## src/verilog/conv_pkg.sv

```systemverilog
package conv_pkg;

  // ---------------------------------------------------------------
  // timing
  // ---------------------------------------------------------------
  localparam int CLK_PERIOD_NS    = 25;
  localparam int PG_LOW_NS        = 50000;
  // whole cycles of the system clock, never below one
  localparam int PG_LOW_CYCLES    = (PG_LOW_NS / CLK_PERIOD_NS) < 1 ? 1
                                    : (PG_LOW_NS / CLK_PERIOD_NS);
  localparam int LINK_HALF_CYCLES = 4;

  // ---------------------------------------------------------------
  // divider codes and read-back layout
  // ---------------------------------------------------------------
  localparam int          VID_W        = 5;
  localparam logic [4:0]  VID_RESET    = 5'h1f;
  localparam int          RB_VID_LSB   = 3;
  localparam int          RB_STAT_BIT  = 2;
  localparam logic        OFF_RESET    = 1'b1;

  typedef enum logic [1:0] {
    KIND_READ  = 2'h0,
    KIND_SETUP = 2'h1,
    KIND_ON    = 2'h2,
    KIND_OFF   = 2'h3
  } kind_type;

  // ---------------------------------------------------------------
  // host register map
  // ---------------------------------------------------------------
  localparam int          ADDR_W         = 12;
  localparam logic [11:0] CTRL_OFFSET    = 12'h000;
  localparam logic [11:0] CMD_OFFSET     = 12'h004;
  localparam logic [11:0] STATUS_OFFSET  = 12'h008;
  localparam int          CTRL_RUN_BIT   = 0;
  localparam int          CTRL_SEL_BIT   = 1;
  localparam int          CMD_KIND_LSB   = 0;
  localparam int          CMD_LO_LSB     = 8;
  localparam int          CMD_HI_LSB     = 16;
  localparam int          STAT_BUSY_BIT  = 0;
  localparam int          STAT_RBLO_LSB  = 8;
  localparam int          STAT_RBHI_LSB  = 16;

  function automatic logic [7:0] pack_readback(input logic [4:0] vid, input logic off);
    pack_readback = {vid, off, 2'h0};
  endfunction

endpackage

```

## src/verilog/conv_link_if.sv

```systemverilog
`timescale 1ns/10ps
interface conv_link_if;
  logic       link_clk;
  logic       frame_valid;
  logic [1:0] frame_kind;
  logic [4:0] frame_lo;
  logic [4:0] frame_hi;
  logic       global_run_input;
  logic       setting_select;
  logic [7:0] readback_lo;
  logic [7:0] readback_hi;

  modport device (
    input  link_clk,
    input  frame_valid,
    input  frame_kind,
    input  frame_lo,
    input  frame_hi,
    input  global_run_input,
    input  setting_select,
    output readback_lo,
    output readback_hi
  );

  modport host (
    output link_clk,
    output frame_valid,
    output frame_kind,
    output frame_lo,
    output frame_hi,
    output global_run_input,
    output setting_select,
    input  readback_lo,
    input  readback_hi
  );
endinterface

```

## src/verilog/pg_timer.sv

```systemverilog
`timescale 1ns/10ps
module pg_timer #(
  parameter int CYCLES = conv_pkg::PG_LOW_CYCLES
) (
  input  wire logic clk,
  input  wire logic rst_n,
  input  wire logic trigger,
  output logic      busy
);

  logic [$clog2(CYCLES+1)-1:0] count_q;
  logic [$clog2(CYCLES+1)-1:0] count_d;

  // a new trigger restarts the full interval
  always_comb
  begin
    count_d = count_q;
    if (trigger)
      count_d = ($clog2(CYCLES+1))'(CYCLES);
    else if (count_q != '0)
      count_d = count_q - 1'b1;
  end

  always_ff @(posedge clk)
  begin
    if (!rst_n)
      count_q <= '0;
    else
      count_q <= count_d;
  end

  assign busy = (count_q != '0);

endmodule

```

## src/verilog/conv_device.sv

```systemverilog
// Notes on behaviour
// - off status is NAND of run and on-state
// - off status pulls enables and power-good low
// - off status low releases the enables
// - off falling edge holds power-good low 50us
// - select toggle restarts the power-good timer
// - reset returns the command interface to idle
// - reset sets both divider codes to ones
// - reset presets the off status high
// - host lowers run first, picks select
// - host sets up both codes before turning on
// - host verifies read-back, repeats setup if wrong
// - two consecutive on commands set on-state
// - read-back carries off status bit
// - host raises run after the on commands; off reads low only then
// - two offs or run low shut down
// - reduced-pin variant ties run high internally
// - on commands ignored before setup
// - select high picks code 1, low code 0
`timescale 1ns/10ps
module conv_device #(
  parameter bit REDUCED_PIN = 1'b0,
  parameter int PG_CYCLES   = conv_pkg::PG_LOW_CYCLES
) (
  input  wire logic       MCLK,
  input  wire logic       RST_N,
  conv_link_if.device     link,
  output logic [2:0]      CONV_EN_O,
  output logic [2:0]      CONV_EN_OE,
  output logic            POWER_GOOD_O,
  output logic            POWER_GOOD_OE,
  output logic [4:0]      ACTIVE_VID
);

  // ---------------------------------------------------------------
  // input synchronisers
  // ---------------------------------------------------------------
  localparam int SYNC_W = 16;

  logic [SYNC_W-1:0] meta_q;
  logic [SYNC_W-1:0] sync_q;
  logic [SYNC_W-1:0] sync_in;

  assign sync_in = {link.link_clk, link.frame_valid, link.frame_kind,
                    link.frame_lo, link.frame_hi,
                    link.global_run_input, link.setting_select};

  // first stage feeds only the second stage
  always_ff @(posedge MCLK)
  begin
    if (!RST_N)
    begin
      meta_q <= '0;
      sync_q <= '0;
    end
    else
    begin
      meta_q <= sync_in;
      sync_q <= meta_q;
    end
  end

  logic       lclk_s;
  logic       valid_s;
  logic [1:0] kind_s;
  logic [4:0] lo_s;
  logic [4:0] hi_s;
  logic       run_pin_s;
  logic       sel_s;

  assign {lclk_s, valid_s, kind_s, lo_s, hi_s, run_pin_s, sel_s} = sync_q;

  // ---------------------------------------------------------------
  // edge detection
  // ---------------------------------------------------------------
  logic lclk_prev_q;
  logic sel_prev_q;
  logic lclk_prev_d;
  logic sel_prev_d;
  logic frame_take;
  logic sel_toggle;
  logic run_eff;

  always_comb
  begin
    lclk_prev_d = lclk_s;
    sel_prev_d  = sel_s;
  end

  always_ff @(posedge MCLK)
  begin
    if (!RST_N)
    begin
      lclk_prev_q <= 1'b0;
      sel_prev_q  <= 1'b0;
    end
    else
    begin
      lclk_prev_q <= lclk_prev_d;
      sel_prev_q  <= sel_prev_d;
    end
  end

  // frame fields settle half a link period before the rising edge
  assign frame_take = lclk_s & ~lclk_prev_q & valid_s;
  assign sel_toggle = sel_s ^ sel_prev_q;
  // pin-starved package: run is fixed high, bus commands alone switch
  assign run_eff    = REDUCED_PIN ? 1'b1 : run_pin_s;

  // ---------------------------------------------------------------
  // on/off sequencer and divider registers
  // ---------------------------------------------------------------
  typedef enum logic [1:0] {
    SEQ_IDLE    = 2'b00,
    SEQ_ONE_ON  = 2'b01,
    SEQ_ONE_OFF = 2'b10
  } seq_type;

  seq_type    seq_q;
  seq_type    seq_d;
  logic       on_state_q;
  logic       on_state_d;
  logic       setup_done_q;
  logic       setup_done_d;
  logic [4:0] code0_q;
  logic [4:0] code0_d;
  logic [4:0] code1_q;
  logic [4:0] code1_d;
  logic       off_q;
  logic       off_d;
  logic       locked;

  // codes are frozen while converters run
  assign locked = on_state_q & run_eff;

  always_comb
  begin
    seq_d        = seq_q;
    on_state_d   = on_state_q;
    setup_done_d = setup_done_q;
    code0_d      = code0_q;
    code1_d      = code1_q;
    if (frame_take)
    begin
      case (conv_pkg::kind_type'(kind_s))
        conv_pkg::KIND_SETUP:
        begin
          seq_d = SEQ_IDLE;
          if (!locked)
          begin
            code0_d      = lo_s;
            code1_d      = hi_s;
            setup_done_d = 1'b1;
          end
        end
        conv_pkg::KIND_ON:
        begin
          if (!setup_done_q)
            seq_d = SEQ_IDLE;
          else if (seq_q == SEQ_ONE_ON)
          begin
            on_state_d = 1'b1;
            seq_d      = SEQ_IDLE;
          end
          else
            seq_d = SEQ_ONE_ON;
        end
        conv_pkg::KIND_OFF:
        begin
          if (seq_q == SEQ_ONE_OFF)
          begin
            on_state_d = 1'b0;
            seq_d      = SEQ_IDLE;
          end
          else
            seq_d = SEQ_ONE_OFF;
        end
        // any other protocol breaks a pair
        default:
          seq_d = SEQ_IDLE;
      endcase
    end
    off_d = ~(run_eff & on_state_d);
  end

  always_ff @(posedge MCLK)
  begin
    if (!RST_N)
    begin
      seq_q        <= SEQ_IDLE;
      on_state_q   <= 1'b0;
      setup_done_q <= 1'b0;
      code0_q      <= conv_pkg::VID_RESET;
      code1_q      <= conv_pkg::VID_RESET;
      off_q        <= conv_pkg::OFF_RESET;
    end
    else
    begin
      seq_q        <= seq_d;
      on_state_q   <= on_state_d;
      setup_done_q <= setup_done_d;
      code0_q      <= code0_d;
      code1_q      <= code1_d;
      off_q        <= off_d;
    end
  end

  // ---------------------------------------------------------------
  // power-good timer
  // ---------------------------------------------------------------
  logic pg_busy;
  logic pg_trigger;

  assign pg_trigger = (off_q & ~off_d) | sel_toggle;

  pg_timer #(
    .CYCLES (PG_CYCLES)
  ) u_pg_timer (
    .clk     (MCLK),
    .rst_n   (RST_N),
    .trigger (pg_trigger),
    .busy    (pg_busy)
  );

  // ---------------------------------------------------------------
  // pins and read-back
  // ---------------------------------------------------------------
  logic [2:0] en_oe_q;
  logic [2:0] en_oe_d;
  logic       pg_oe_q;
  logic       pg_oe_d;
  logic [4:0] vid_q;
  logic [4:0] vid_d;
  logic [7:0] rb_lo_q;
  logic [7:0] rb_lo_d;
  logic [7:0] rb_hi_q;
  logic [7:0] rb_hi_d;

  always_comb
  begin
    en_oe_d = {3{off_d}};
    pg_oe_d = off_d | pg_trigger | pg_busy;
    vid_d   = sel_s ? code1_d : code0_d;
    rb_lo_d = conv_pkg::pack_readback(code0_d, off_d);
    rb_hi_d = conv_pkg::pack_readback(code1_d, off_d);
  end

  always_ff @(posedge MCLK)
  begin
    if (!RST_N)
    begin
      en_oe_q <= 3'h7;
      pg_oe_q <= 1'b1;
      vid_q   <= conv_pkg::VID_RESET;
      rb_lo_q <= 8'hfc;
      rb_hi_q <= 8'hfc;
    end
    else
    begin
      en_oe_q <= en_oe_d;
      pg_oe_q <= pg_oe_d;
      vid_q   <= vid_d;
      rb_lo_q <= rb_lo_d;
      rb_hi_q <= rb_hi_d;
    end
  end

  // open drain: the driven level is always ground
  assign CONV_EN_O        = 3'h0;
  assign POWER_GOOD_O     = 1'b0;
  assign CONV_EN_OE       = en_oe_q;
  assign POWER_GOOD_OE    = pg_oe_q;
  assign ACTIVE_VID       = vid_q;
  assign link.readback_lo = rb_lo_q;
  assign link.readback_hi = rb_hi_q;

endmodule

```

## src/flat_wrapper.sv

```systemverilog
// flat-port wrapper written by rule: the top's interface ports become plain ports
module conv_device_flat 
#(
  parameter bit REDUCED_PIN = 1'b0,
  parameter int PG_CYCLES   = conv_pkg::PG_LOW_CYCLES
)
  (MCLK, RST_N, CONV_EN_O, CONV_EN_OE, POWER_GOOD_O, POWER_GOOD_OE, ACTIVE_VID, link_link_clk, link_frame_valid, link_frame_kind, link_frame_lo, link_frame_hi, link_global_run_input, link_setting_select, link_readback_lo, link_readback_hi);
  conv_link_if link_i ();
  input  wire logic MCLK;
  input  wire logic RST_N;
  output logic [2:0] CONV_EN_O;
  output logic [2:0] CONV_EN_OE;
  output logic POWER_GOOD_O;
  output logic POWER_GOOD_OE;
  output logic [4:0] ACTIVE_VID;
  input wire logic [$bits(link_i.link_clk)-1:0] link_link_clk;
  input wire logic [$bits(link_i.frame_valid)-1:0] link_frame_valid;
  input wire logic [$bits(link_i.frame_kind)-1:0] link_frame_kind;
  input wire logic [$bits(link_i.frame_lo)-1:0] link_frame_lo;
  input wire logic [$bits(link_i.frame_hi)-1:0] link_frame_hi;
  input wire logic [$bits(link_i.global_run_input)-1:0] link_global_run_input;
  input wire logic [$bits(link_i.setting_select)-1:0] link_setting_select;
  output wire logic [$bits(link_i.readback_lo)-1:0] link_readback_lo;
  output wire logic [$bits(link_i.readback_hi)-1:0] link_readback_hi;
  assign link_i.link_clk = link_link_clk;
  assign link_i.frame_valid = link_frame_valid;
  assign link_i.frame_kind = link_frame_kind;
  assign link_i.frame_lo = link_frame_lo;
  assign link_i.frame_hi = link_frame_hi;
  assign link_i.global_run_input = link_global_run_input;
  assign link_i.setting_select = link_setting_select;
  assign link_readback_lo = link_i.readback_lo;
  assign link_readback_hi = link_i.readback_hi;
  conv_device #(.REDUCED_PIN(REDUCED_PIN), .PG_CYCLES(PG_CYCLES)) u_core (.MCLK(MCLK), .RST_N(RST_N), .link(link_i), .CONV_EN_O(CONV_EN_O), .CONV_EN_OE(CONV_EN_OE), .POWER_GOOD_O(POWER_GOOD_O), .POWER_GOOD_OE(POWER_GOOD_OE), .ACTIVE_VID(ACTIVE_VID));
endmodule
```

## config.mk

```make
export PLATFORM = sky130hd
export DESIGN_NAME = conv_device_flat
export DESIGN_NICKNAME = d
export VERILOG_FILES = /design/src/verilog/conv_pkg.sv /design/src/verilog/conv_link_if.sv /design/src/verilog/pg_timer.sv /design/src/verilog/conv_device.sv /design/src/flat_wrapper.sv
export SDC_FILE = /design/constraint.sdc
export NUM_CORES = 1
export LEC_CHECK = 0
export ABC_AREA = 1
export BUFFER_PORTS_ARGS = -buffer_cell sky130_fd_sc_hd__buf_2
export CORE_MARGIN = 1
export CORE_UTILIZATION = 55
export DETAILED_ROUTE_END_ITERATION = 8
export GPL_TIMING_DRIVEN = 0
export PLACE_DENSITY = 0.79
export SLEW_MARGIN = 0
export SYNTH_ARGS = -nofsm -noshare
export SYNTH_HDL_FRONTEND = slang
export SYNTH_SLANG_ARGS = --single-unit
export TNS_END_PERCENT = 20
```

## constraint.sdc

```tcl
create_clock -name MCLK -period 1.85 [get_ports MCLK]
set_input_delay 0.37 -clock MCLK [delete_from_list [all_inputs] [get_ports MCLK]]
set_output_delay 0.37 -clock MCLK [all_outputs]
set_load 0.01 [all_outputs]
```

-- Yosys cells after proc, flatten, opt, wreduce, memory -nomap -nowiden
Cells that the tools add are included.
- RAM bits: 0
- word-level logic and storage cells: 60
- latch bits: 0
- input bits: 18
- memory bits (read-only): 0
- memories kept: 0
- output and inout port bits: 29
- register bits after elaboration: 83
- $add $sub $neg: 1
- equality and inequality tests: 5
- reduce and logical (&&, ||, !) cells: 4
- $lt $le $gt $ge: 0
- bitwise operators: 13
- divide/modulo/power cells: 0
- multipliers: 0
- shift operators: 0
- multiplexer cells: 18
- operator list (operator ; number):
    two-way mux 5 bit ; 7
    two-way mux 11 bit ; 2
    nonzero test 11 bit ; 1
    subtractor 11 x 1 -> 11 bit, second input constant ; 1
    equality test 2 bit, second input constant ; 3
    AND 1 bit ; 5
    two-way mux 1 bit ; 5
    equality test 2 x 1 -> 1 bit, second input constant ; 2
    two-way mux 2 bit ; 2
    inverter 1 bit ; 4
    case mux 2 bit (2 select lines) ; 1
    OR 1 bit ; 3
    AND reduction 3 bit ; 1
    case mux 1 bit (2 select lines) ; 1
    nonzero test 2 bit ; 1
    OR reduction 2 bit ; 1
    XOR 1 bit ; 1

-- Longest topological paths before layout
Gate-level depths: netlist (run 1).
- word-level depth: 10
- depth in mapped cells: 10
- mapped depth without buffers: 10

-- By module
From an unflattened synthesis (run 1), not the netlist that was laid out.
- cells, all modules: 319
- area, all modules: 2512.4 µm²
- by module, submodules not included (module ; area an instance (µm²) ; sequential area each (µm²) ; times used ; cells each):
    conv_device ; 1923.1 ; 1101.1 ; 1 ; 234
    pg_timer ; 589.3 ; 220.2 ; 1 ; 85

-- Worst setup path before layout (run 1)
Ideal clock, no wire load.
- path type: register -> register
- from: register u_core.u_pg_timer.count_q[0]
- to: register u_core.u_pg_timer.count_q[4]
- required time: 1741 ps
- slack: 454 ps
- setup time: 109 ps
- clock period less this slack: 1396 ps
- stages on the path, launching flop included: 10
- arrival time: 1287 ps
- buffers on the path: 0
- cell sequence: dfxtp_1 > inv_1 > ha_1 > nand2_2 > inv_2 > or2_2 > nand3_1 > nand3_1 > nand2_1 > inv_1
- longest elaborated chain between the ends: 3
- elaborated cells between the ends (all ways): 5
- classes of those cells: 1 x add/sub; 2 x mux; 2 x reduce/logical
- RTL lines (what ; line ; RTL):
    start: declaration ; pg_timer.sv:11 ; logic [$clog2(CYCLES+1)-1:0] count_q;
    start signal: assignment ; pg_timer.sv:29 ; count_q <= count_d;
    subtractor 11 x 1 -> 11 bit ; pg_timer.sv:21 ; count_d = count_q - 1'b1;
    two-way mux 11 bit ; pg_timer.sv:20 ; else if (count_q != '0)
    two-way mux 11 bit ; pg_timer.sv:18 ; if (trigger)
Several ways; a longest one is shown, not always the timed one. The select of a mux whose other input is x is not followed.
A chain may end at the register's enable or synchronous reset.

-- Worst setup path in the final report (run 1)
Same ends and word-level chain as after synthesis.

==> results of run 1 <==
area by class of cell:
type / count / area [um^2] / share of cell area [%]
Tap cell: 52 / 65.1 / 2.08
Inverter: 64 / 240 / 7.69
Multi-Input combinational cell: 190 / 951 / 30.4
Buffer: 22 / 146 / 4.68
Timing Repair Buffer: 37 / 185 / 5.92
Clock inverter: 1 / 30.0 / 0.961
Clock buffer: 15 / 186 / 5.96
Sequential cell: 66 / 1320 / 42.3
cell usage after synthesis:
master                     number
sky130_fd_sc_hd__nand2_1      102
sky130_fd_sc_hd__dfxtp_1       66
sky130_fd_sc_hd__inv_1         60
sky130_fd_sc_hd__nand3_1       21
sky130_fd_sc_hd__nor2_1        15
sky130_fd_sc_hd__buf_4         14
sky130_fd_sc_hd__nor2_2         9
sky130_fd_sc_hd__nand3_2        5
sky130_fd_sc_hd__a21oi_1        4
sky130_fd_sc_hd__clkbuf_1       4
sky130_fd_sc_hd__inv_2          4
sky130_fd_sc_hd__nand4_1        4
sky130_fd_sc_hd__buf_2          3
sky130_fd_sc_hd__nand3b_1       3
sky130_fd_sc_hd__o21ai_0        3
sky130_fd_sc_hd__nand2_2        2
sky130_fd_sc_hd__nand3_4        2
sky130_fd_sc_hd__xor2_1         2
sky130_fd_sc_hd__a21boi_1       1
sky130_fd_sc_hd__buf_6          1
sky130_fd_sc_hd__conb_1         1
sky130_fd_sc_hd__ha_1           1
sky130_fd_sc_hd__nand2_4        1
sky130_fd_sc_hd__nand4_2        1
sky130_fd_sc_hd__nor2_4         1
sky130_fd_sc_hd__nor2_8         1
sky130_fd_sc_hd__nor3_1         1
sky130_fd_sc_hd__o21ai_2        1
sky130_fd_sc_hd__or2_2          1
sky130_fd_sc_hd__xnor2_4        1
registers in the layout (all words and copies together) (netlist names), 2 cells and up:
register	count
u_core.ACTIVE_VID	5
u_core.seq_q	2
u_core.sync_q	16
u_core.link.readback_hi	6
u_core.u_pg_timer.count_q	11
u_core.meta_q	16
u_core.link.readback_lo	5
worst max-delay path: stages, from the launching register on:
cell and delay [ns]:
sky130_fd_sc_hd__dfxtp_1 0.37, sky130_fd_sc_hd__inv_1 0.10, sky130_fd_sc_hd__ha_1 0.27, sky130_fd_sc_hd__nand2_2 0.10, sky130_fd_sc_hd__inv_2 0.07, sky130_fd_sc_hd__or2_2 0.27, sky130_fd_sc_hd__nand3_1 0.08, sky130_fd_sc_hd__nand3_1 0.09
sky130_fd_sc_hd__nand2_1 0.08, sky130_fd_sc_hd__inv_1 0.04
power by group through the flow:
stage | combinational [uW] | clock, uW | sequential, uW
global route | 1290 | 1360 | 1690
finish | 1110 | 1270 | 1670
CTS | 1120 | 1300 | 1670
detailed placement | 1100 | 0 | 1700
floorplan | 930 | 0 | 1680
global placement | 1060 | 0 | 1690
routing by layer:
| layer | wire length, um | global-route usage, % |
|---|---|---|
| met5 | 0 | 0 |
| met4 | 83 | 10.0 |
| met3 | 171 | 6.13 |
| met2 | 2310 | 35.2 |
| met1 | 1970 | 21.9 |
logic make-up after synthesis:
family / after synthesis / share of synthesized area, %
adder cells (fa/ha/maj): 1 / 0.475
buffers and inverters: 86 / 14.7
flip-flops: 66 / 50.2
AO/OA/AOI/OAI: 9 / 1.95
other: 1 / 0.142
XOR/XNOR: 3 / 1.71
AND/OR/NAND/NOR: 169 / 30.8
stage by stage:
stage / setup slack (ns) / hold slack (ns) / total power (uW) / instance area (um^2) / util [%]
global route: 0.136 / 0.201 / 4330 / 3130 / 69.9
CTS: 0.274 / 0.199 / 4080 / 3130 / 69.9
floorplan: 0.454 / 0.390 / 2610 / 2660 / -
finish: 0.282 / 0.213 / 4040 / 3130 / 69.9
detailed placement: 0.327 / 0.395 / 2800 / 2910 / 65.0
global placement: 0.366 / 0.393 / 2750 / 2910 / 65.0
worst min-delay path by stage:
| stage | startpoint | endpoint |
|---|---|---|
| finish | link_frame_hi[0] | u_core.meta_q[2]$_SDFF_PN0_ |
| global route | link_setting_select | u_core.meta_q[0]$_SDFF_PN0_ |
| CTS | link_setting_select | u_core.meta_q[0]$_SDFF_PN0_ |
| detailed placement | u_core.meta_q[7]$_SDFF_PN0_ | u_core.sync_q[7]$_SDFF_PN0_ |
| global placement | u_core.meta_q[3]$_SDFF_PN0_ | u_core.sync_q[3]$_SDFF_PN0_ |
| floorplan | u_core.meta_q[0]$_SDFF_PN0_ | u_core.sync_q[0]$_SDFF_PN0_ |
==> implementation parameters, run 1 <==
Parameter                              Value

Detailed routing
  DRC marker count from the first detailed-route iteration    106
  Vias post-DR    just over 2000
  DRT antenna net count    0
  Number of design rule violations left after detail routing    2
  Final wirelength    4.53 mm
  Routed len/inst    between 10 and 15 um
  First-pass iteration count of the detailed router    7
  Post-detailed-route via-to-cell ratio    4.50

Yosys
  Post-Synthesis Cell Area    about 2600 um^2
  Distinct cell type count of the synthesized netlist    30
  Most area-consuming cells after synthesis    sky130_fd_sc_hd__dfxtp_1 (50%), sky130_fd_sc_hd__nand2_1 (15%), sky130_fd_sc_hd__inv_1 (8.6%)
  Yosys warning total    0
  Cell taking the most area after synthesis    sky130_fd_sc_hd__dfxtp_1
  Post-Syn Instances    about 340
  Number of flip-flops and latches in the synthesized netlist    66
  Fraction of synthesized cell area taken by the top area cell type    about 50%
  Sequential-to-total area share from yosys stat    about 50%
  Synthesized area divided by synthesized cell count    between 7 and 8 um^2

Timing
  Final period utilization    approximately 85%
  Clock period minus worst slack    1.57 ns
  Unrepaired setup endpoints after global routing    false
  Final setup viols    0
  Max Fclk    0.638 GHz
  Final Hold Vio Count    0
  Worst setup skew after layout    roughly 0.0053 ns
  Final total negative setup slack    0 ns
  Max Slew Vio Count    0

Global route
  Wire length of the first global-routing pass    7.68 mm
  GRT Residual Overflow    0
  Maximum number of pins on one net before global-route repair    11
  Number of antenna violations at the first check in global routing    0
  Via count of the first global-routing pass    approximately 1800
  GR Util All Layers    roughly a fifth

Floorplanning
  Placement row count    24
  Area of the core region    between 4000 and 5000 um^2
  Total I/O pin count    47
  Die height    between 70 and 80 um
  Effective utilization at floorplan    around three fifths
  Die area    about 5100 um^2
  Floorplan die width    roughly 70 um

Worst setup path
  CP Capture Type    register
  Register-to-Register Path Depth    9
  Setup crit start kind    register
  Crit path required time    2.08 ns
  R2r startpoint    u_core.u_pg_timer.count_q[0]$_SDFFE_PP0P_
  Timing endpoint of the critical path    u_core.u_pg_timer.count_q[4]$_SDFFE_PN0P_
  Data arrival time of the critical path    ~1.8 ns
  Worst setup startpoint    u_core.u_pg_timer.count_q[0]$_SDFFE_PP0P_
  Flop-to-flop setup slack    0.28 ns
  Reg-to-reg critical path endpoint    u_core.u_pg_timer.count_q[4]$_SDFFE_PN0P_
  Maximum fanout along the worst path    5
  Critical Setup Path Class    register to register

CTS
  Number of setup buffers added after CTS    0
  # clock sinks    between 60 and 70
  Maximum buffer depth of the clock tree    2
  Root Driver    sky130_fd_sc_hd__clkbuf_8
  CTS tree    built
  Number of hold buffers added after cts    0
  Insertion delay of the later-clocked pin in the worst-skew pair    0.33 ns
  Reg clk slew, reported paths    around 0.070 ns
  Post-cts repair resize count    0
  CTS H-Tree Depth    3
  Clock buffer count from CTS    9

Hold path
  Worst hold path cell count    3
  Type of the most critical hold path    primary input to register

Final layout
  Antenna cell count    0
  Final std cells w/o fill    about 450
  Count of fill cells added during filler insertion    around 370
  Most common cell after layout, fill and taps aside    sky130_fd_sc_hd__nand2_1
  Top library cells by usage in the layout, fill and taps aside    sky130_fd_sc_hd__nand2_1 (102), sky130_fd_sc_hd__dfxtp_1 (66), sky130_fd_sc_hd__inv_1 (60)
  Fraction of final layout cells with drive strength greater than 1    between 20% and 30%
  Net count, final    409
  Area growth from synthesis to final layout    18.7%

Pwr
  Pwr dens    1290 nW/um^2
  Net switching power figure    1280 uW
  Comb pwr share    27.5%
  Worst vdd rail ir drop    approximately 810 uV
  Pint    ~2800 uW
  Sequential Power Share    approximately two fifths
  Leakage power figure    between 0.0015 and 0.002 uW
  Part of the total power dissipated in the clock network    between 30 and 40%
  Sw Share    about a third

Placement
  Count of port buffers added during placement    37
  Last weighted congestion value of the routability-driven placer    about 0.8
  Total instance count after detailed placement    around 430
  Post-DP HPWL    ~3.3 mm

Status
  Failing checks    DRC
  Status    finished, violations left

Flow run
  Count of max-cap constraint violations    0
Power figures use the tool's default switching activity.
==> inputs of run 2 (changes only) <==
==> constraint.sdc (replaced) <==
create_clock -name MCLK -period 1.59 [get_ports MCLK]
set_input_delay 0.318 -clock MCLK [delete_from_list [all_inputs] [get_ports MCLK]]
set_output_delay 0.318 -clock MCLK [all_outputs]
set_load 0.01 [all_outputs]
==> implementation parameters, run 2 (same netlist as run 1, synthesis figures left out) <==
Parameter                              Value

CTS
  Root Driver    sky130_fd_sc_hd__clkbuf_8
  CTS H-Tree Depth    3 (unchanged)
  CTS tree    built
  Reg clk slew, reported paths    0.07 ns (about the same)
  Number of hold buffers added after cts    0 (unchanged)
  # clock sinks    66 (unchanged)
  Maximum buffer depth of the clock tree    2 (unchanged)
  Clock buffer count from CTS    9 (unchanged)
  Insertion delay of the later-clocked pin in the worst-skew pair    0.33 ns (about the same)
  Number of setup buffers added after CTS    0 (unchanged)

Floorplanning
  Area of the core region    4470 um^2 (unchanged)
  Total I/O pin count    47 (unchanged)
  Die height    71.2 um (unchanged)
  Die area    5070 um^2 (unchanged)
  Floorplan die width    71.2 um (unchanged)
  Placement row count    24 (unchanged)
  Effective utilization at floorplan    58.8% (unchanged)

Global route
  GRT Residual Overflow    0 (unchanged)
  Met2 demand-to-capacity share in global routing    35.2% (unchanged)
  Number of antenna violations at the first check in global routing    0 (unchanged)
  Maximum number of pins on one net before global-route repair    11 (unchanged)
  Met1 Track Usage GR    21.9% (unchanged)
  GR Util All Layers    20.1% (unchanged)
  Wire length of the first global-routing pass    7.68 mm (unchanged)
  Via count of the first global-routing pass    1814 (unchanged)
  Met3 layer usage reported by global route    6.13% (unchanged)
  Busiest layer in global routing    met2

Detailed routing
  Post-detailed-route via-to-cell ratio    4.49 (-0.30%)
  Vias post-DR    2007 (-0.30%)
  Final wirelength    4.54 mm (+0.33%)
  Routed len/inst    10.2 um (+0.33%)
  Number of design rule violations left after detail routing    2 (unchanged)
  First-pass iteration count of the detailed router    7 (unchanged)
  DRC marker count from the first detailed-route iteration    105 (-0.94%)
  DRT antenna net count    0 (unchanged)

Status
  Status    finished, violations left
  Failing checks    DRC

Hold path
  Start point of the worst min-delay path    link_frame_hi[0]
  Worst Hold Path EP    u_core.meta_q[2]$_SDFF_PN0_
  Worst hold path cell count    3 (unchanged)
  Type of the most critical hold path    primary input to register

Final layout
  Footprint of the flip-flops and latches    1320 um^2 (unchanged)
  Area growth from synthesis to final layout    19.2%
  Fraction of final layout cells with drive strength greater than 1    25.3% (+0.51 points)
  Util after Layout    70.1% (+0.28 points)
  Total non-filler cell area in the finished layout    3140 um^2 (+0.40%)
  Top library cells by usage in the layout, fill and taps aside    sky130_fd_sc_hd__nand2_1 (102), sky130_fd_sc_hd__dfxtp_1 (66), sky130_fd_sc_hd__inv_1 (59)
  Net count, final    409 (unchanged)
  Most common cell after layout, fill and taps aside    sky130_fd_sc_hd__nand2_1
  Count of fill cells added during filler insertion    370 (-0.80%)
  Largest registers    u_core.meta_q (16), u_core.sync_q (16), u_core.u_pg_timer.count_q (11)
  Final std cells w/o fill    447 (unchanged)
  Multi-input logic area    963 um^2 (+1.3%)
  Antenna cell count    0 (unchanged)

Worst setup path
  Critical Path, Cell by Cell    inv_2 -> ha_4 -> nand2_2 -> inv_2 -> or2_2 -> nand3_1 -> nand3_1 -> nand2_1 -> inv_1
  CP top delay family    simple AND/OR/NAND/NOR gates
  Flop-to-flop setup slack    0.14 ns (-0.14 ns)
  Data arrival time of the critical path    1.69 ns (-0.11 ns)
  Critical Setup Path Class    register to register
  Setup crit start kind    register
  Max stage delay cell, worst path    sky130_fd_sc_hd__dfxtp_1
  Crit path required time    1.82 ns (-0.26 ns)
  Maximum fanout along the worst path    5 (unchanged)
  CP Capture Type    register
  Register-to-Register Path Depth    9 (unchanged)
  Reg-to-reg critical path endpoint    u_core.u_pg_timer.count_q[4]$_SDFFE_PN0P_
  R2r startpoint    u_core.u_pg_timer.count_q[0]$_SDFFE_PP0P_
  Number of buffers and inverters on the critical path    3 (unchanged)
  Slowest stage delay, CP    0.38 ns (about the same)

Timing
  Final total negative setup slack    0 ns (unchanged)
  Final period utilization    91.3% (+6.5 points)
  Post-route worst setup slack    0.138 ns (-0.144 ns)
  Max Fclk    0.689 GHz (+8.0%)
  Final setup viols    0 (unchanged)
  Final Hold Vio Count    0 (unchanged)
  Unrepaired setup endpoints after global routing    false
  Max Slew Vio Count    0 (unchanged)
  Worst setup skew after layout    0.00530 ns (+0.00000535 ns)
  Clock period minus worst slack    1.45 ns (-0.116 ns)

Pwr
  Part of the total power dissipated in the clock network    31.1% (-0.2 points)
  Worst vdd rail ir drop    945 uV (+16%)
  Pint    3240 uW (+17%)
  Sw Share    31.6% (+0.055 points)
  Leakage power figure    0.00174 uW (about the same)
  Comb pwr share    28.0% (+0.5 points)
  Net switching power figure    1500 uW (+17%)
  Pwr dens    1510 nW/um^2 (+17%)
  Sequential Power Share    40.9% (-0.3 points)

Placement
  Total instance count after detailed placement    431 (unchanged)
  Post-DP HPWL    3.27 mm (unchanged)
  Dpl cell area    2910 um^2 (unchanged)
  Minimum setup slack after placement    0.0668 ns (-0.260 ns)
  Count of port buffers added during placement    37 (unchanged)
  Last weighted congestion value of the routability-driven placer    0.781 (unchanged)

Flow run
  Count of max-cap constraint violations    0 (unchanged)
## run 2: changes by cell type in the layout (fill, tap and decap cells not counted)
cell / change
sky130_fd_sc_hd__ha_1: -1
sky130_fd_sc_hd__inv_1: -1
sky130_fd_sc_hd__ha_4: +1
sky130_fd_sc_hd__inv_2: +1
## run 2: tightest hold or removal path, delay by kind of cell
kind	cells	cell delay, ns
buf+inv	2	0.11
simple gates	1	0.04
## run 2: final cells by class
type,instances,share of cell area (%)
multi-input combinational,190,30.7
inverter,64,7.66
tap,52,2.07
timing repair buffer,37,5.90
sequential,66,42.1
clock buffer,15,5.94
buffer,22,4.67
clock inverter,1,0.957
## run 2: power groups by stage
stage	Sequential (uW)	Clock [uW]	Combinational (uW)
3_3_place_gp	1970	0	1230
6_report	1940	1470	1330
2_1_floorplan	1950	0	1080
4_1_cts	1940	1510	1300
3_5_place_dp	1980	0	1290
5_1_grt	1960	1580	1540
## run 2: worst max path at each step
stage	from	endpoint	slack, ns	cells past startpoint
finish	u_core.u_pg_timer.count_q[0]$_SDFFE_PP0P_	u_core.u_pg_timer.count_q[4]$_SDFFE_PN0P_	0.14	9
global route	u_core.u_pg_timer.count_q[0]$_SDFFE_PP0P_	u_core.u_pg_timer.count_q[4]$_SDFFE_PN0P_	0.03	9
detailed placement	u_core.u_pg_timer.count_q[0]$_SDFFE_PP0P_	u_core.u_pg_timer.count_q[4]$_SDFFE_PN0P_	0.07	9
global placement	u_core.u_pg_timer.count_q[0]$_SDFFE_PP0P_	u_core.u_pg_timer.count_q[4]$_SDFFE_PN0P_	0.11	9
CTS	u_core.u_pg_timer.count_q[0]$_SDFFE_PP0P_	u_core.u_pg_timer.count_q[4]$_SDFFE_PN0P_	0.01	9
floorplan	u_core.u_pg_timer.count_q[0]$_SDFFE_PP0P_	u_core.u_pg_timer.count_q[4]$_SDFFE_PN0P_	0.19	9
## run 2: what timing repair did
action | CTS | global route
endpoints found under the setup margin | 0 | 6
gates resized for setup | 0 | 3
endpoints found under the hold margin | 0 | 0
## run 2: per-layer routing
| metal | share of wire [%] | vias to the layer above | wire length, um |
|---|---|---|---|
| li1 | - | 1086 | - |
| met2 | 51 | 42 | 2330 |
| met4 | 1.8 | 0 | 83 |
| met1 | 43 | 869 | 1960 |
| met5 | 0 | - | 0 |
| met3 | 3.9 | 10 | 175 |
## run 2: through the flow
step / hold slack (ns) / total power (uW)
after floorplan: 0.390 / 3030
after detailed placement: 0.395 / 3260
final: 0.162 / 4740
after CTS: 0.147 / 4750
after global routing: 0.149 / 5080
after global placement: 0.393 / 3200
==> inputs of run 3 (changes only) <==
--- a/config.mk
+++ b/config.mk
@@ -6,7 +6,7 @@
 export NUM_CORES = 1
 export LEC_CHECK = 0
 export ABC_AREA = 1
-export BUFFER_PORTS_ARGS = -buffer_cell sky130_fd_sc_hd__buf_2
+export BUFFER_PORTS_ARGS = -buffer_cell sky130_fd_sc_hd__buf_4
 export CORE_MARGIN = 1
 export CORE_UTILIZATION = 55
 export DETAILED_ROUTE_END_ITERATION = 8
==> implementation parameters, run 3 (same netlist as run 1, synthesis figures left out) <==
Parameter                              Value

Status
  Status    finished, violations left
  Failing checks    DRC

Pwr
  Net switching power figure    1480 uW (-0.98%)
  Pwr dens    1450 nW/um^2 (-4.1%)
  Part of the total power dissipated in the clock network    29.8% (-1.3 points)
  Pint    3170 uW (-2.3%)
  Leakage power figure    0.00179 uW (+2.5%)
  Power consumption    4650 uW (-1.9%)
  Sequential Power Share    41.7% (+0.8 points)
  Sw Share    31.9% (+0.29 points)
  Comb pwr share    28.5% (+0.5 points)
  Worst vdd rail ir drop    724 uV (-23%)

Global route
  Number of antenna violations at the first check in global routing    0 (unchanged)
  Via count of the first global-routing pass    1775 (-2.1%)
  GRT Residual Overflow    0 (unchanged)
  Wire length of the first global-routing pass    7.56 mm (-1.5%)
  GR Util All Layers    19.8% (-0.28 points)
  Maximum number of pins on one net before global-route repair    11 (unchanged)

CTS
  Number of hold buffers added after cts    0 (unchanged)
  CTS H-Tree Depth    3 (unchanged)
  Reg clk slew, reported paths    0.07 ns (about the same)
  Root Driver    sky130_fd_sc_hd__clkbuf_8
  Number of setup buffers added after CTS    0 (unchanged)
  Insertion delay of the later-clocked pin in the worst-skew pair    0.34 ns (about the same)
  Clock buffer count from CTS    9 (unchanged)
  CTS tree    built
  # clock sinks    66 (unchanged)
  Maximum buffer depth of the clock tree    2 (unchanged)
  Post-cts repair resize count    0 (unchanged)

Timing
  Final total negative setup slack    0 ns (unchanged)
  Final period utilization    93.2% (+1.9 points)
  Clock period minus worst slack    1.48 ns (+0.0295 ns)
  Final-layout worst hold slack    0.160 ns (-0.00157 ns)
  Worst setup skew after layout    0.00655 ns (+0.00125 ns)
  Max Slew Vio Count    0 (unchanged)
  Max Fclk    0.675 GHz (-2.0%)
  Final Hold Vio Count    0 (unchanged)
  Final setup viols    0 (unchanged)
  Unrepaired setup endpoints after global routing    false

Final layout
  Multi-input logic area    963 um^2 (unchanged)
  Total non-filler cell area in the finished layout    3210 um^2 (+2.4%)
  Area growth from synthesis to final layout    22.0%
  Count of fill cells added during filler insertion    359 (-3.0%)
  Largest registers    u_core.meta_q (16), u_core.sync_q (16), u_core.u_pg_timer.count_q (11)
  Fraction of final layout cells with drive strength greater than 1    24.8% (-0.51 points)
  Net count, final    409 (unchanged)
  Most common cell after layout, fill and taps aside    sky130_fd_sc_hd__nand2_1
  Footprint of the flip-flops and latches    1320 um^2 (unchanged)
  Antenna cell count    0 (unchanged)
  Top library cells by usage in the layout, fill and taps aside    sky130_fd_sc_hd__nand2_1 (102), sky130_fd_sc_hd__dfxtp_1 (66), sky130_fd_sc_hd__inv_1 (60)
  Util after Layout    71.8% (+1.6 points)

Worst setup path
  Crit path required time    1.83 ns (about the same)
  Maximum fanout along the worst path    10 (+5)
  Setup crit start kind    register
  Critical Setup Path Class    register to register
  CP Capture Type    register
  Register-to-Register Path Depth    10 (+1)
  Data arrival time of the critical path    1.72 ns (+0.03 ns)

Placement
  Dpl cell area    3000 um^2 (+3.2%)
  Count of port buffers added during placement    37 (unchanged)
  Last weighted congestion value of the routability-driven placer    0.775 (-0.79%)
  Post-DP HPWL    3.28 mm (+0.40%)

Detailed routing
  First-pass iteration count of the detailed router    6 (-1)
  Number of design rule violations left after detail routing    2 (unchanged)
  DRC marker count from the first detailed-route iteration    73 (-30%)
  Wire length on met2    2.28 mm (-2.1%)
  Vias post-DR    1993 (-0.70%)
  Post-detailed-route via-to-cell ratio    4.46 (-0.70%)
  DRT antenna net count    0 (unchanged)
  Met1 Routed Length    1.93 mm (-1.4%)
  Final wirelength    4.43 mm (-2.5%)
  Routed len/inst    9.91 um (-2.5%)
  Wire length on met3    205 um (+17%)
  Highest metal layer with signal wires    met4

Floorplanning
  Placement row count    24 (unchanged)
  Effective utilization at floorplan    58.8% (unchanged)
  Total I/O pin count    47 (unchanged)
  Die area    5070 um^2 (unchanged)
  Floorplan die width    71.2 um (unchanged)
  Area of the core region    4470 um^2 (unchanged)
  Die height    71.2 um (unchanged)

Hold path
  Type of the most critical hold path    primary input to register
  Worst hold path cell count    3 (unchanged)

Flow run
  Count of max-cap constraint violations    0 (unchanged)
-- run 3: per-stage QoR --
stage          cells  worst slack (ns)
4_1_cts          447            0.0527
5_1_grt          447            0.0126
2_1_floorplan    342             0.194
3_5_place_dp     431            0.0707
3_3_place_gp     431             0.101
6_report         447             0.109
-- run 3: layout make-up --
type	count	share of cell area, %
buffer	22	4.56
clock buffer	14	5.06
clock inverter	2	1.09
inverter	64	7.48
multi-input combinational	190	30.0
sequential	66	41.1
tap	52	2.03
timing repair buffer	37	8.65
-- run 3: power by group through the flow --
stage / combinational, uW / sequential (uW) / clock (uW)
2_1_floorplan: 1080 / 1950 / 0
3_3_place_gp: 1250 / 1970 / 0
3_5_place_dp: 1290 / 1980 / 0
4_1_cts: 1300 / 1940 / 1420
5_1_grt: 1500 / 1960 / 1500
6_report: 1330 / 1940 / 1390
-- run 3: critical path, stage by stage (launching register included) --
cell	delay, ns
sky130_fd_sc_hd__dfxtp_1	0.33
sky130_fd_sc_hd__inv_1	0.17
sky130_fd_sc_hd__ha_4	0.19
sky130_fd_sc_hd__nand2_2	0.07
sky130_fd_sc_hd__inv_2	0.10
sky130_fd_sc_hd__nand3_4	0.09
sky130_fd_sc_hd__buf_6	0.15
sky130_fd_sc_hd__nand3_1	0.10
sky130_fd_sc_hd__nand3_1	0.08
sky130_fd_sc_hd__nand2_1	0.07
sky130_fd_sc_hd__inv_1	0.03
-- run 3: path summary, 6_finish.rpt --
path,start,slack (ns),end
setup / recovery,u_core.u_pg_timer.count_q[0]$_SDFFE_PP0P_,0.11,u_core.u_pg_timer.count_q[4]$_SDFFE_PN0P_
hold / removal,link_setting_select,0.16,u_core.meta_q[0]$_SDFF_PN0_
setup reg to reg,u_core.u_pg_timer.count_q[0]$_SDFFE_PP0P_,0.11,u_core.u_pg_timer.count_q[4]$_SDFFE_PN0P_
hold reg to reg,u_core.meta_q[6]$_SDFF_PN0_,0.41,u_core.sync_q[6]$_SDFF_PN0_
-- run 3: routing by layer --
metal | track usage, % | up-vias
met4 | 7.33 | 0
met1 | 21.6 | 880
met3 | 8.55 | 2
met2 | 34.1 | 34
met5 | 0 | -
li1 | - | 1077
